## config.mk

```make
export PLATFORM = sky130hd
export DESIGN_NAME = dgc_dma
export DESIGN_NICKNAME = d
export VERILOG_FILES = /design/src/include/dgc_pkg.sv /design/src/hw/dgc_dma.sv
export SDC_FILE = /design/constraint.sdc
export NUM_CORES = 2
export LEC_CHECK = 0
export BUFFER_PORTS_ARGS = -buffer_cell sky130_fd_sc_hd__buf_2
export CORE_ASPECT_RATIO = 0.9
export CORE_MARGIN = 5
export CORE_UTILIZATION = 45
export CTS_CLUSTER_DIAMETER = 100
export DETAILED_ROUTE_END_ITERATION = 8
export GPL_ROUTABILITY_DRIVEN = 0
export GPL_TIMING_DRIVEN = 1
export PLACE_DENSITY = 0.68
export SYNTH_ARGS = -nofsm -noshare
export SYNTH_HDL_FRONTEND = slang
export SYNTH_SLANG_ARGS = --single-unit
export TNS_END_PERCENT = 5
```

## constraint.sdc

```tcl
create_clock -name mclk_i -period 24.3 [get_ports mclk_i]
set_input_delay 0 -clock mclk_i [delete_from_list [all_inputs] [get_ports mclk_i]]
set_output_delay 0 -clock mclk_i [all_outputs]
set_load 0.01 [all_outputs]
```

## src/include/dgc_pkg.sv

```systemverilog
// Shared constants and types of the four-channel DMA controller
package dgc_pkg;
  localparam int DGC_NCH = 4;
  // Global register byte offsets
  localparam logic [11:0] OFF_CTRL = 12'h000;
  localparam logic [11:0] OFF_STAT = 12'h010;
  localparam logic [11:0] OFF_ADDR = 12'h020;
  localparam logic [11:0] OFF_CRC_CFG = 12'h030;
  localparam logic [11:0] OFF_CRC_POLY = 12'h034;
  localparam logic [11:0] OFF_CRC_DATA = 12'h038;
  // Channel window: base + channel * stride, word index inside
  localparam logic [3:0] CH_PAGE = 4'h1;
  localparam logic [2:0] CHR_CFG = 3'h0;
  localparam logic [2:0] CHR_CMD = 3'h1;
  localparam logic [2:0] CHR_FLG = 3'h2;
  localparam logic [2:0] CHR_SRC = 3'h3;
  localparam logic [2:0] CHR_DST = 3'h4;
  localparam logic [2:0] CHR_SIZE = 3'h5;
  localparam logic [2:0] CHR_PAT = 3'h6;
  localparam logic [2:0] CHR_CNT = 3'h7;
  // Global control and status bit positions
  localparam int B_ON = 15;
  localparam int B_SUSP = 12;
  localparam int B_BUSY = 11;
  localparam int B_LAST_ACCESS_DIRECTION = 3;
  // Channel configuration bit positions
  localparam int C_EN = 7;
  localparam int C_PAT = 6;
  localparam int C_CHAIN = 5;
  localparam int C_AUTO = 4;
  localparam int C_SIRQ = 8;
  localparam int C_AIRQ = 9;
  localparam int C_SSEL = 16;
  localparam int C_ASEL = 24;
  localparam int SEL_W = 5;
  // Command bits
  localparam int K_START = 0;
  localparam int K_ABORT = 1;
  // Channel event flag positions
  localparam int F_ADDR = 0;
  localparam int F_ABORT = 1;
  localparam int F_DONE = 2;
  localparam int F_SHALF = 3;
  localparam int F_SEMPTY = 4;
  localparam int F_DHALF = 5;
  localparam int F_DFULL = 6;
  localparam int FLG_W = 7;
  // CRC configuration bit positions
  localparam int R_EN = 7;
  localparam int R_CH = 0;
  localparam logic [15:0] CRC_POLY_RST = 16'h1021;
  localparam logic [31:0] ADDR_LIMIT_DEF = 32'h8000_0000;

  typedef enum logic [2:0] {
    ST_IDLE = 3'b001,
    ST_RD = 3'b010,
    ST_WR = 3'b100
  } dgc_state_type;

  typedef struct packed {
    logic req;
    logic wr;
    logic [31:0] addr;
    logic [31:0] wdata;
    logic [3:0] be;
  } dgc_bus_req_type;
endpackage

```

## src/hw/dgc_dma.sv

```systemverilog
// Four-channel DMA controller with global control, status and debug capture
//
// Summary of operation
// - Bus master moves data without processor help
// - Four channels, auto-incrementing source and destination
// - Simultaneous requests granted by fixed priority
// - Word or byte access, unaligned addresses allowed
// - Start by software or selected interrupt
// - Selected interrupt aborts ongoing channel transfer
// - One-shot, auto-repeat and channel chaining
// - Pattern match terminates the transfer
// - Done, half, empty, full, abort, address events
// - Most recent bus address captured for readback
// - One CRC generator attachable to any channel
// - Global enable bit, reset to zero
// - Suspend stops new transfers, clear resumes
// - Busy reads one while controller active
// - Status bit shows last access direction
// - Status field holds last active channel
// - Unused control and status bits read zero
`timescale 1ns/1ps
`default_nettype none
module dgc_dma
  import dgc_pkg::*;
#(
  parameter int IRQ_N = 32,
  parameter logic [31:0] ADDR_LIMIT = ADDR_LIMIT_DEF
) (
  input wire logic mclk_i,
  input wire logic sys_rst_i,
  input wire logic [11:0] addr_i,
  input wire logic [31:0] wdata_i,
  input wire logic wr_i,
  input wire logic rd_i,
  output logic [31:0] rdata_o,
  input wire logic [IRQ_N-1:0] irq_i,
  output dgc_bus_req_type bus_o,
  input wire logic [31:0] bus_rdata_i,
  input wire logic bus_ack_i
);
  ////////////////////////////////////////////////////////////////////////
  dgc_state_type st;
  logic on, susp, last_rd;
  logic [1:0] cur, last_ch, g_ch;
  logic [31:0] last_addr, dat;
  logic wide;
  logic [31:0] cfg [DGC_NCH];
  logic [31:0] src [DGC_NCH];
  logic [31:0] dst [DGC_NCH];
  logic [31:0] pat [DGC_NCH];
  logic [15:0] size [DGC_NCH];
  logic [15:0] cnt [DGC_NCH];
  logic [FLG_W-1:0] flg [DGC_NCH];
  logic [DGC_NCH-1:0] pend, abrt, ready;
  logic crc_en;
  logic [2:0] crc_ch;
  logic [15:0] crc_poly, crc;
  logic busy, go, bad, g_wide, wr_done, ch_hit, glb_wr;
  logic [31:0] g_sa, g_da;
  logic [1:0] ch_sel;
  logic [2:0] ch_reg;
  logic [15:0] step, nxt_cnt;
  logic [7:0] cur_byte;
  logic blk_end, hit_pat;

  assign ch_hit = (addr_i[11:8] == CH_PAGE) && !addr_i[7];
  assign ch_sel = addr_i[6:5];
  assign ch_reg = addr_i[4:2];
  assign glb_wr = wr_i && (addr_i[11:8] == 4'h0);

  ////////////////////////////////////////////////////////////////////////
  // Arbitration and first-access checks
  always_comb begin
    ready = '0;
    g_ch = 2'h0;
    for (int i = 0; i < DGC_NCH; i++) begin
      ready[i] = cfg[i][C_EN] && pend[i] && !abrt[i];
    end
    for (int i = DGC_NCH - 1; i >= 0; i--) begin
      if (ready[i]) begin
        g_ch = 2'(i);
      end
    end
  end

  assign g_sa = src[g_ch] + {16'h0, cnt[g_ch]};
  assign g_da = dst[g_ch] + {16'h0, cnt[g_ch]};
  assign g_wide = (g_sa[1:0] == 2'h0) && (g_da[1:0] == 2'h0) && !cfg[g_ch][C_PAT]
    && ((size[g_ch] - cnt[g_ch]) >= 16'h4);
  assign bad = (g_sa >= ADDR_LIMIT) || (g_da >= ADDR_LIMIT);
  assign go = on && !susp && (|ready);
  assign busy = on || (st != ST_IDLE);

  ////////////////////////////////////////////////////////////////////////
  // Transfer engine: one read then one write per transaction
  always_ff @(posedge mclk_i) begin
    if (sys_rst_i) begin
      st <= ST_IDLE;
      bus_o <= '0;
      cur <= 2'h0;
      wide <= 1'b0;
      dat <= 32'h0;
    end else begin
      case (st)
        ST_IDLE: begin
          if (go && !bad) begin
            cur <= g_ch;
            wide <= g_wide;
            bus_o.req <= 1'b1;
            bus_o.wr <= 1'b0;
            bus_o.addr <= g_sa;
            bus_o.be <= g_wide ? 4'hf : 4'(4'h1 << g_sa[1:0]);
            st <= ST_RD;
          end
        end
        ST_RD: begin
          if (bus_ack_i) begin
            dat <= bus_rdata_i;
            bus_o.wr <= 1'b1;
            bus_o.addr <= dst[cur] + {16'h0, cnt[cur]};
            bus_o.wdata <= wide ? bus_rdata_i
              : {4{bus_rdata_i[8*bus_o.addr[1:0] +: 8]}};
            bus_o.be <= wide ? 4'hf
              : 4'(4'h1 << (dst[cur][1:0] + cnt[cur][1:0]));
            st <= ST_WR;
          end
        end
        ST_WR: begin
          if (bus_ack_i) begin
            bus_o.req <= 1'b0;
            bus_o.wr <= 1'b0;
            st <= ST_IDLE;
          end
        end
        default: begin
          st <= ST_IDLE;
          bus_o <= '0;
        end
      endcase
    end
  end

  ////////////////////////////////////////////////////////////////////////
  // Debug capture and global status
  always_ff @(posedge mclk_i) begin
    if (sys_rst_i) begin
      last_rd <= 1'b0;
      last_addr <= 32'h0;
    end else if (bus_o.req && bus_ack_i) begin
      last_addr <= bus_o.addr;
      last_rd <= !bus_o.wr;
    end
  end

  always_ff @(posedge mclk_i) begin
    if (sys_rst_i) begin
      last_ch <= 2'h0;
    end else if (st == ST_IDLE && go && !bad) begin
      last_ch <= g_ch;
    end
  end

  always_ff @(posedge mclk_i) begin
    if (sys_rst_i) begin
      on <= 1'b0;
      susp <= 1'b0;
    end else if (glb_wr && addr_i == OFF_CTRL) begin
      on <= wdata_i[B_ON];
      susp <= wdata_i[B_SUSP];
    end
  end

  ////////////////////////////////////////////////////////////////////////
  // Completion arithmetic for the channel being served
  assign wr_done = (st == ST_WR) && bus_ack_i;
  assign step = wide ? 16'h4 : 16'h1;
  assign nxt_cnt = cnt[cur] + step;
  assign cur_byte = bus_o.wdata[7:0];
  assign hit_pat = cfg[cur][C_PAT] && (cur_byte == pat[cur][7:0]);
  assign blk_end = (nxt_cnt >= size[cur]) || hit_pat;

  always_ff @(posedge mclk_i) begin
    if (sys_rst_i) begin
      for (int i = 0; i < DGC_NCH; i++) begin
        cfg[i] <= 32'h0;
        src[i] <= 32'h0;
        dst[i] <= 32'h0;
        pat[i] <= 32'h0;
        size[i] <= 16'h0;
        cnt[i] <= 16'h0;
        flg[i] <= '0;
      end
      pend <= '0;
      abrt <= '0;
    end else begin
      for (int i = 0; i < DGC_NCH; i++) begin
        logic [FLG_W-1:0] set;
        logic sel_wr, act;
        set = '0;
        sel_wr = wr_i && ch_hit && (ch_sel == 2'(i));
        act = (st != ST_IDLE) && (cur == 2'(i));
        if (sel_wr) begin
          case (ch_reg)
            CHR_CFG: cfg[i] <= wdata_i;
            CHR_SRC: src[i] <= wdata_i;
            CHR_DST: dst[i] <= wdata_i;
            CHR_PAT: pat[i] <= wdata_i;
            CHR_SIZE: begin
              size[i] <= wdata_i[15:0];
              cnt[i] <= 16'h0;
            end
            default: begin
            end
          endcase
        end
        // Start request from software or the chosen interrupt line
        if ((sel_wr && ch_reg == CHR_CMD && wdata_i[K_START])
          || (cfg[i][C_SIRQ] && irq_i[cfg[i][C_SSEL +: SEL_W]])) begin
          pend[i] <= 1'b1;
        end
        if ((sel_wr && ch_reg == CHR_CMD && wdata_i[K_ABORT])
          || (cfg[i][C_EN] && cfg[i][C_AIRQ] && irq_i[cfg[i][C_ASEL +: SEL_W]])) begin
          abrt[i] <= 1'b1;
        end
        // Abort lands only between transactions
        if (abrt[i] && !act) begin
          abrt[i] <= 1'b0;
          pend[i] <= 1'b0;
          cnt[i] <= 16'h0;
          cfg[i][C_EN] <= 1'b0;
          set[F_ABORT] = 1'b1;
        end
        if (st == ST_IDLE && go && bad && g_ch == 2'(i)) begin
          pend[i] <= 1'b0;
          cfg[i][C_EN] <= 1'b0;
          set[F_ADDR] = 1'b1;
        end
        if (wr_done && cur == 2'(i)) begin
          cnt[i] <= nxt_cnt;
          if (cnt[i] < (size[i] >> 1) && nxt_cnt >= (size[i] >> 1)) begin
            set[F_SHALF] = 1'b1;
            set[F_DHALF] = 1'b1;
          end
          if (blk_end) begin
            cnt[i] <= 16'h0;
            pend[i] <= 1'b0;
            set[F_DONE] = 1'b1;
            set[F_SEMPTY] = !hit_pat;
            set[F_DFULL] = !hit_pat;
            if (!cfg[i][C_AUTO]) begin
              cfg[i][C_EN] <= 1'b0;
            end
          end
        end
        // Chaining: previous channel's block end enables this one
        if (i > 0 && cfg[i][C_CHAIN] && wr_done && blk_end && cur == 2'(i - 1)) begin
          cfg[i][C_EN] <= 1'b1;
        end
        if (sel_wr && ch_reg == CHR_FLG) begin
          flg[i] <= (flg[i] & ~wdata_i[FLG_W-1:0]) | set;
        end else begin
          flg[i] <= flg[i] | set;
        end
      end
    end
  end

  ////////////////////////////////////////////////////////////////////////
  // Shared CRC generator, MSB first over the written data
  function automatic logic [15:0] crc_step(input logic [15:0] c_in,
    input logic [31:0] d, input int n);
    logic [15:0] c;
    logic fb;
    c = c_in;
    for (int k = 0; k < 32; k++) begin
      if (k < n) begin
        fb = c[15] ^ d[n - 1 - k];
        c = {c[14:0], 1'b0} ^ (fb ? crc_poly : 16'h0);
      end
    end
    return c;
  endfunction

  always_ff @(posedge mclk_i) begin
    if (sys_rst_i) begin
      crc_en <= 1'b0;
      crc_ch <= 3'h0;
      crc_poly <= CRC_POLY_RST;
      crc <= 16'h0;
    end else begin
      if (glb_wr && addr_i == OFF_CRC_CFG) begin
        crc_en <= wdata_i[R_EN];
        crc_ch <= wdata_i[R_CH +: 3];
      end
      if (glb_wr && addr_i == OFF_CRC_POLY) begin
        crc_poly <= wdata_i[15:0];
      end
      if (glb_wr && addr_i == OFF_CRC_DATA) begin
        crc <= wdata_i[15:0];
      end else if (wr_done && crc_en && crc_ch == {1'b0, cur}) begin
        crc <= crc_step(crc, wide ? dat : {24'h0, cur_byte}, wide ? 32 : 8);
      end
    end
  end

  ////////////////////////////////////////////////////////////////////////
  // Register read port, data one cycle after the strobe
  always_ff @(posedge mclk_i) begin
    if (sys_rst_i) begin
      rdata_o <= 32'h0;
    end else if (rd_i) begin
      rdata_o <= 32'h0;
      if (ch_hit) begin
        case (ch_reg)
          CHR_CFG: rdata_o <= cfg[ch_sel];
          CHR_FLG: rdata_o <= {{(32-FLG_W){1'b0}}, flg[ch_sel]};
          CHR_SRC: rdata_o <= src[ch_sel];
          CHR_DST: rdata_o <= dst[ch_sel];
          CHR_SIZE: rdata_o <= {16'h0, size[ch_sel]};
          CHR_PAT: rdata_o <= pat[ch_sel];
          CHR_CNT: rdata_o <= {16'h0, cnt[ch_sel]};
          default: rdata_o <= 32'h0;
        endcase
      end else begin
        case (addr_i)
          OFF_CTRL: begin
            rdata_o[B_ON] <= on;
            rdata_o[B_SUSP] <= susp;
            rdata_o[B_BUSY] <= busy;
          end
          OFF_STAT: begin
            rdata_o[B_LAST_ACCESS_DIRECTION] <= last_rd;
            rdata_o[2:0] <= {1'b0, last_ch};
          end
          OFF_ADDR: rdata_o <= last_addr;
          OFF_CRC_CFG: rdata_o <= {24'h0, crc_en, 4'h0, crc_ch};
          OFF_CRC_POLY: rdata_o <= {16'h0, crc_poly};
          OFF_CRC_DATA: rdata_o <= {16'h0, crc};
          default: rdata_o <= 32'h0;
        endcase
      end
    end
  end
endmodule
`default_nettype wire

```

# After elaboration in Yosys (flattened, before gate mapping)

Memory sizes are Yosys's and may differ from the RTL's. A register that Yosys moved wholly into a read port is not among the register bits.
Cells that the tools add are included.

Output and inout port bits: 102
Bits of input ports: 113
Memories kept: 7
Logic and storage cells: 1,043
Flip-flop bits (word level): 221
RAM bits: 668

Equal/unequal tests: 31
Reduce and logical (&&, ||, !) cells: 136
Bitwise operators: 139
Order comparisons: 84
Shift operators: 3
Add/subtract/negate cells: 38
Mux-type cells: 581

Memory list:

| memory      | depth | bits a word | rd ports | clocked after Yosys merged registers in | wr ports | line          | RTL |
|---|---|---|---|---|---|---|---|
| cfg         | 4     | 32          | 7        | 1                                       | 4        | dgc_dma.sv:47 | `logic [31:0] cfg [DGC_NCH];` |
| dst         | 4     | 32          | 3        | 1                                       | 4        | dgc_dma.sv:49 | `logic [31:0] dst [DGC_NCH];` |
| pat         | 4     | 32          | 2        | 1                                       | 4        | dgc_dma.sv:50 | `logic [31:0] pat [DGC_NCH];` |
| src         | 4     | 32          | 2        | 0                                       | 4        | dgc_dma.sv:48 | `logic [31:0] src [DGC_NCH];` |
| cnt         | 4     | 16          | 7        | 1                                       | 4        | dgc_dma.sv:52 | `logic [15:0] cnt [DGC_NCH];` |
| size        | 4     | 16          | 7        | 1                                       | 4        | dgc_dma.sv:51 | `logic [15:0] size [DGC_NCH];` |
| +1 memories | n/a   | n/a         | n/a      | n/a                                     | n/a      | n/a           |  |

Operators with widths:

| cell                                                      | count |
|---|---|
| two-way mux 16 bit                                        | 180 |
| < comparator 32 x 7 -> 1 bit, second input constant       | 30 |
| two-way mux 32 bit                                        | 19 |
| XOR 16 bit                                                | 32 |
| two-way mux 1 bit                                         | 289 |
| case mux 32 bit (7 select lines)                          | 1 |
| binary-select mux 1 bit (select 5 bit)                    | 40 |
| subtractor 7 x 6 -> 8 bit, second input constant          | 16 |
| adder 32 x 16 -> 32 bit                                   | 3 |
| < comparator 5 x 6 -> 1 bit, first input constant         | 16 |
| case mux 32 bit (3 select lines)                          | 1 |
| logical AND 1 bit                                         | 90 |
| two-way mux 69 bit                                        | 1 |
| greater-or-equal comparator 16 x 15 -> 1 bit              | 4 |
| greater-or-equal comparator 32 bit, second input constant | 2 |
| < comparator 16 x 15 -> 1 bit                             | 4 |
| case mux 32 bit (2 select lines)                          | 1 |
| subtractor 7 x 5 -> 8 bit, second input constant          | 8 |
| bitwise OR 1 bit                                          | 59 |
| two-way mux 7 bit                                         | 8 |
| bitwise OR 7 bit                                          | 8 |
| == test 12 x 6 -> 1 bit, second input constant            | 4 |
| < comparator 4 x 6 -> 1 bit, first input constant         | 8 |
| < comparator 5 x 6 -> 1 bit, second input constant        | 8 |
| 56 further kinds                                          | 180 |

# Longest topological paths before layout

Depth after elaboration: 228
Mapped depth: 57
Depth with buffers taken out: 50

# Least setup slack after synthesis

OpenSTA, ideal clock, no wires.

Path type: register -> register
From: register wide
To: register crc[14]
Setup time: 0.123 ns
Required time: 24.177 ns
Path buffers: 4
Clock period less this slack: 14.540 ns
Cell stages (with the launch flop): 55
Slack: 9.760 ns
Arrival time: 14.418 ns
Cell sequence: dfxtp_1 > buf_4 > mux2i_4 > xor2_2 > xnor3_1 > a41o_1 > or4_1 > a21o_1 > a2111oi_2 > xnor3_1 > a21boi_1 > or4_4 > a211o_1 > and2_1 > buf_2 > a311oi_2 > nor3_1 > or4_1 > [... 19 more ...] > mux2_2 > nand3_1 > mux2_2 > o21ai_1 > mux2i_4 > or4_1 > a211oi_1 > and4bb_1 > a21o_1 > a2111oi_0 > nor3b_1 > xor2_1 > xnor2_1 > o21ai_1 > buf_4 > a21o_1 > a311oi_1 > nor4_1

Longest elaborated chain between the ends: 228
Elaborated cells between the ends (all ways): 385
Those cells by class: add/sub (32); order compare (32); mux (257); bitwise (64)

Ends and longest elaborated chain:

| what                                                  | line           | RTL |
|---|---|---|
| from (decl)                                           | dgc_dma.sv:46  | `logic wide;` |
| from (signal assigned)                                | dgc_dma.sv:108 | `wide <= g_wide;` |
| two-way mux 6 bit                                     | dgc_dma.sv:301 | `crc <= crc_step(crc, wide ? dat : {24'h0, cur_byte}, wide ? 32 : 8);` |
| subtractor 6 x 1 -> 7 bit                             | dgc_dma.sv:277 | `fb = c[15] ^ d[n - 1 - k];` |
| binary-select mux 1 bit (select 5 bit)                | dgc_dma.sv:277 |  |
| two-way mux 1 bit (not written as such) (2 in series) | dgc_dma.sv:277 |  |
| XOR 1 bit                                             | dgc_dma.sv:277 |  |
| two-way mux 16 bit                                    | dgc_dma.sv:278 | `c = {c[14:0], 1'b0} ^ (fb ? crc_poly : 16'h0);` |
| XOR 16 bit                                            | dgc_dma.sv:278 |  |
| two-way mux 16 bit                                    | dgc_dma.sv:276 | `if (k < n) begin` |
| [... 211 more ...]                                    | n/a            |  |
| two-way mux 16 bit                                    | dgc_dma.sv:298 | `if (glb_wr && addr_i == OFF_CRC_DATA) begin` |
| two-way mux 16 bit                                    | dgc_dma.sv:285 | `if (sys_rst_i) begin` |
| XOR 1 bit                                             | dgc_dma.sv:277 |  |
| two-way mux 16 bit                                    | dgc_dma.sv:278 |  |
| XOR 16 bit                                            | dgc_dma.sv:278 |  |
| two-way mux 16 bit (*)                                | dgc_dma.sv:276 |  |
| two-way mux 16 bit (*)                                | dgc_dma.sv:300 | `end else if (wr_done && crc_en && crc_ch == {1'b0, cur}) begin` |
| two-way mux 16 bit (*)                                | dgc_dma.sv:298 |  |
| to (signal assigned)                                  | dgc_dma.sv:299 | `crc <= wdata_i[15:0];` |
| to (signal assigned)                                  | dgc_dma.sv:301 |  |
| to (decl)                                             | dgc_dma.sv:57  | `logic [15:0] crc_poly, crc;` |

Mark *: on every way between the ends. The rest lies on a longest branch, timed or not. The select of a mux whose other input is x is not followed.
A chain may end at the register's enable or synchronous reset.

# Worst setup path in the final report

Ends and elaborated chain as after synthesis.

==> summary.txt <==
Synthesis
  • Ys Warns: 0
  • Synth Instances: between 6000 and 7000
  • Post-synth cell types: approximately 120
  • Avg Cell Area, Syn: just over 10 um^2
  • Synth top area cells: edfxtp_1, mux4_2, dfxtp_1
  • Synth area leader: edfxtp_1
  • Ys async rst share: 0
  • Syn Std Cell Area: between 0.06 and 0.07 mm^2
  • Top FF cell, synth: edfxtp_1
  • Seq/Total Area, Yosys: 0.3915
  • Top-area cell type share of the netlist area: 0.3203
  • Synth Register Bits: just under 900
  • Post-synth EDFFs: ~670

Finish
  • P&R area growth vs syn: 11.15%
  • Proportion of layout cells with a drive suffix above 1: 0.1540
  • Final #Nets: around 6600
  • Final Core Density: 0.5050

Power
  • Peak supply drop: ~0.00006 V
  • Clock power frac: 0.400
  • Switching pwr: 1.068 mW
  • Net Sw Frac: 0.2760
  • Int Power: about 2.8 mW
  • PwrDens: between 50 and 60 mW/mm^2
  • Gate power share: 0.149
  • Flop pwr share: 0.451
  • Leakage: approximately 25 nW

GRT
  • Total Routing Usage GR: 0.3108
  • Initial antenna violation count: 13
  • Vias in the first global route: around 51000
  • Pin count of the biggest net entering global routing: between 100 and 150
  • First-pass GRT wire length: 342000 um
  • Gr ovfl total: 0

Critical path
  • Most frequent CP cell: xor2_1
  • Worst path arrival time: 19.28 ns
  • Crit path kind: reg -> reg
  • Worst r2r src: wide
  • R2R Path End: crc[14]
  • Max FO, Critical Path: 78
  • Reg2Reg Setup Slack: between 5 and 6 ns
  • R2R depth: 51
  • Worst EP required: between 20 and 25 ns
  • Slowest CP cell: xor2_1
  • Crit path largest cell delay: about 0.87 ns
  • Worst Path Buf+Inv: 1
  • Crit. End Element: flop
  • Startpoint types: flop
  • CP delay by family, top: compound AO/OA/AOI/OAI gates

Clock tree
  • TritonCTS Buffers: 95
  • Clock sink count: ~890
  • Clock root buffer master: clkbuf_16
  • Level count of the clock H-tree: 3
  • Max Root-Sink Buffers: 3
  • Post-CTS Setup Inserts: 0
  • Post-CTS sizing: 0
  • CTS tree: yes
  • CTS clock-pin slew for the worst setup and hold paths: 0.07 ns
  • Cts hold-fix bufs: 81
  • Clock latency on the worst-skew pair: between 0.7 and 0.8 ns

Timing
  • Slew @ Worst Pin: 1.387 ns
  • Fin Setup TNS: 0 ns
  • RSZ-0062 raised after global routing: false
  • Max_slew headroom: 0.07015
  • Final setup viols: 0
  • Count of final max-slew check failures: 0
  • Clock skew: ~0.063 ns
  • Hold Vio Cnt, Final: 0
  • Tcrit/Tclk final: 0.7705
  • Peak Freq: 53.41 MHz
  • Tmin final: between 15 and 20 ns

Die
  • DIE AREA: 0.1468 mm^2
  • Row cnt: ~130
  • Core Region: ~0.14 mm^2
  • Die height: between 300 and 400 um
  • IO Pins: around 220
  • Chip Width: between 400 and 500 um
  • Initial Util: 0.4544

Status
  • Status: complete, no violations

Worst hold path
  • Hold Path Depth: 5
  • Launch point of the worst hold path: addr_i[2]
  • Hold EP: rdata_o[2]
  • Worst hold path type: in -> reg

Route
  • DR vias/cell: about 6.6
  • DRC errors left: 0
  • Total Wirelength: about 240000 um
  • Via count: approximately 54000
  • Post-DRT Antenna Nets: 0
  • Drt pass-1 iters: 8
  • Iteration-0 DRC Markers: approximately 8600
  • WL/cell: ~29 um

Placed design
  • Detail Placement HPWL: between 150000 and 200000 um
  • Port bufs: 214

Flow run
  • Max cap viols: 0
## cell families after synthesis
kind of cell | Yosys count | share of synthesized area
and+or+nand+nor | 2343 | 0.1838
muxes | 427 | 0.1353
adders and majority gates | 202 | 0.04083
DFF | 891 | 0.3915
xor gates and xnor gates | 533 | 0.08354
AOI/OAI and AO/OA | 1159 | 0.1224
other | 1 | 0.00005987
buffers and inverters | 652 | 0.04247
## cell usage in the layout, fill, tap and decap left out, types with 23 or more instances in the layout
master	netlist	layout
and2_1	595	594
xor2_1	100	100
xnor2_1	386	386
nand2b_1	65	65
clkbuf_16	0	97
o21ai_0	150	128
nand4_1	47	47
o21bai_1	23	23
a21oi_1	338	336
o22ai_1	60	60
xnor3_1	27	27
nand3_1	94	94
nand2_1	883	881
inv_1	164	163
a221oi_1	39	39
nor2b_1	49	48
buf_4	46	129
dlygate4sd3_1	0	81
clkbuf_1	357	27
ha_1	198	198
nor3_1	110	93
buf_2	23	211
mux4_2	330	330
nor2_1	337	329
a22oi_1	95	95
and3_1	44	44
conb_1	1	28
a31oi_1	95	95
edfxtp_1	668	668
a211oi_1	45	45
a21o_1	57	57
dfxtp_1	223	219
mux2i_1	68	68
## power groups by stage
stage	combinational, mW	clock (mW)	sequential, mW
after CTS	0.558	1.55	1.74
after global routing	0.606	1.61	1.75
after detailed placement	0.545	0	1.77
after floorplan	0.352	0	1.76
after global placement	0.537	0	1.77
final	0.578	1.55	1.74
## Yosys cell counts, drive strengths merged (17+ instances only)
| cell type | count |
|---|---|
| o21ai | 172 |
| mux2 | 24 |
| a21oi | 343 |
| dfxtp | 223 |
| o21bai | 23 |
| nand4 | 47 |
| and2 | 595 |
| inv | 164 |
| clkbuf | 358 |
| or3 | 18 |
| xnor2 | 395 |
| a211oi | 47 |
| a221oi | 40 |
| a22oi | 95 |
| nor2 | 338 |
| o211ai | 19 |
| o21a | 18 |
| a21o | 57 |
| nand2b | 65 |
| nor4 | 22 |
| buf | 123 |
| edfxtp | 668 |
| ha | 198 |
| xnor3 | 27 |
| mux4 | 330 |
| a222oi | 22 |
| mux2i | 73 |
| nand2 | 884 |
| a311oi | 17 |
| nor2b | 49 |
| xor2 | 107 |
| nor3 | 110 |
| nand3 | 95 |
| and3 | 44 |
| o22ai | 60 |
| a31oi | 98 |
## cell type report
cell class,instances,area (um^2)
inverters,169,634.4
multi-input cells,4692,35950
fillers,12268,68230
clock buffers,139,2720
repair buffers,426,2919
well taps,1834,2295
diodes,1,2.502
flip-flops and latches,891,24540
clock inverters,39,560.5
## routing by layer
layer / vias to the layer above / GRT usage / routed length [um] / part of all wire
li1: 22715 / - / - / -
met1: 25892 / 0.4070 / 86530 / 0.37
met2: 4267 / 0.4619 / 100200 / 0.42
met3: 788 / 0.1153 / 36960 / 0.16
met4: 12 / 0.1390 / 13050 / 0.055
met5: - / 0 / 89 / 0.00038
## stage by stage
stage                     total power, mW  cells  hold WS (ns)  cell area [um^2]  setup WS [ns]
after global routing                3.966   8190        0.1166             69610          4.240
after CTS                           3.848   8190       0.02630             69610          5.942
after global placement              2.305   7931        0.2858             65520          6.675
after detailed placement            2.318   7931        0.2855             65520          5.983
final                               3.869   8191       0.08203             69610          5.578
after floorplan                     2.108   6235        0.1360             62730          9.760
## worst max path at each step
stage | start | to | slack (ns) | cells past startpoint
6_report | wide | crc[14] | 5.58 | 51
5_1_grt | wide | crc[14] | 4.24 | 50
4_1_cts | wide | crc[14] | 5.94 | 51
3_5_place_dp | wide | crc[14] | 5.98 | 51
3_3_place_gp | wide | crc[14] | 6.67 | 51
2_1_floorplan | wide | crc[14] | 9.76 | 54
## registers in the layout (all words and copies together) (netlist names), 28 cells and up, named ones only
name	cells
src	128
cfg	128
bus_o	70
pat	128
cnt	64
last_addr	32
size	64
rdata_o	32
flg	28
dst	128
dat	32
## worst register-to-register path: cells and delay by family, from the launching register on
kind	cells	cell delay (ns)
AOI/OAI and AO/OA	16	5.68
xor gates and xnor gates	13	5.35
and+or+nand+nor	16	4.32
muxes	5	2.04
buffers and inverters	1	0.77
DFF	1	0.45
Power figures use the tool's default switching activity.
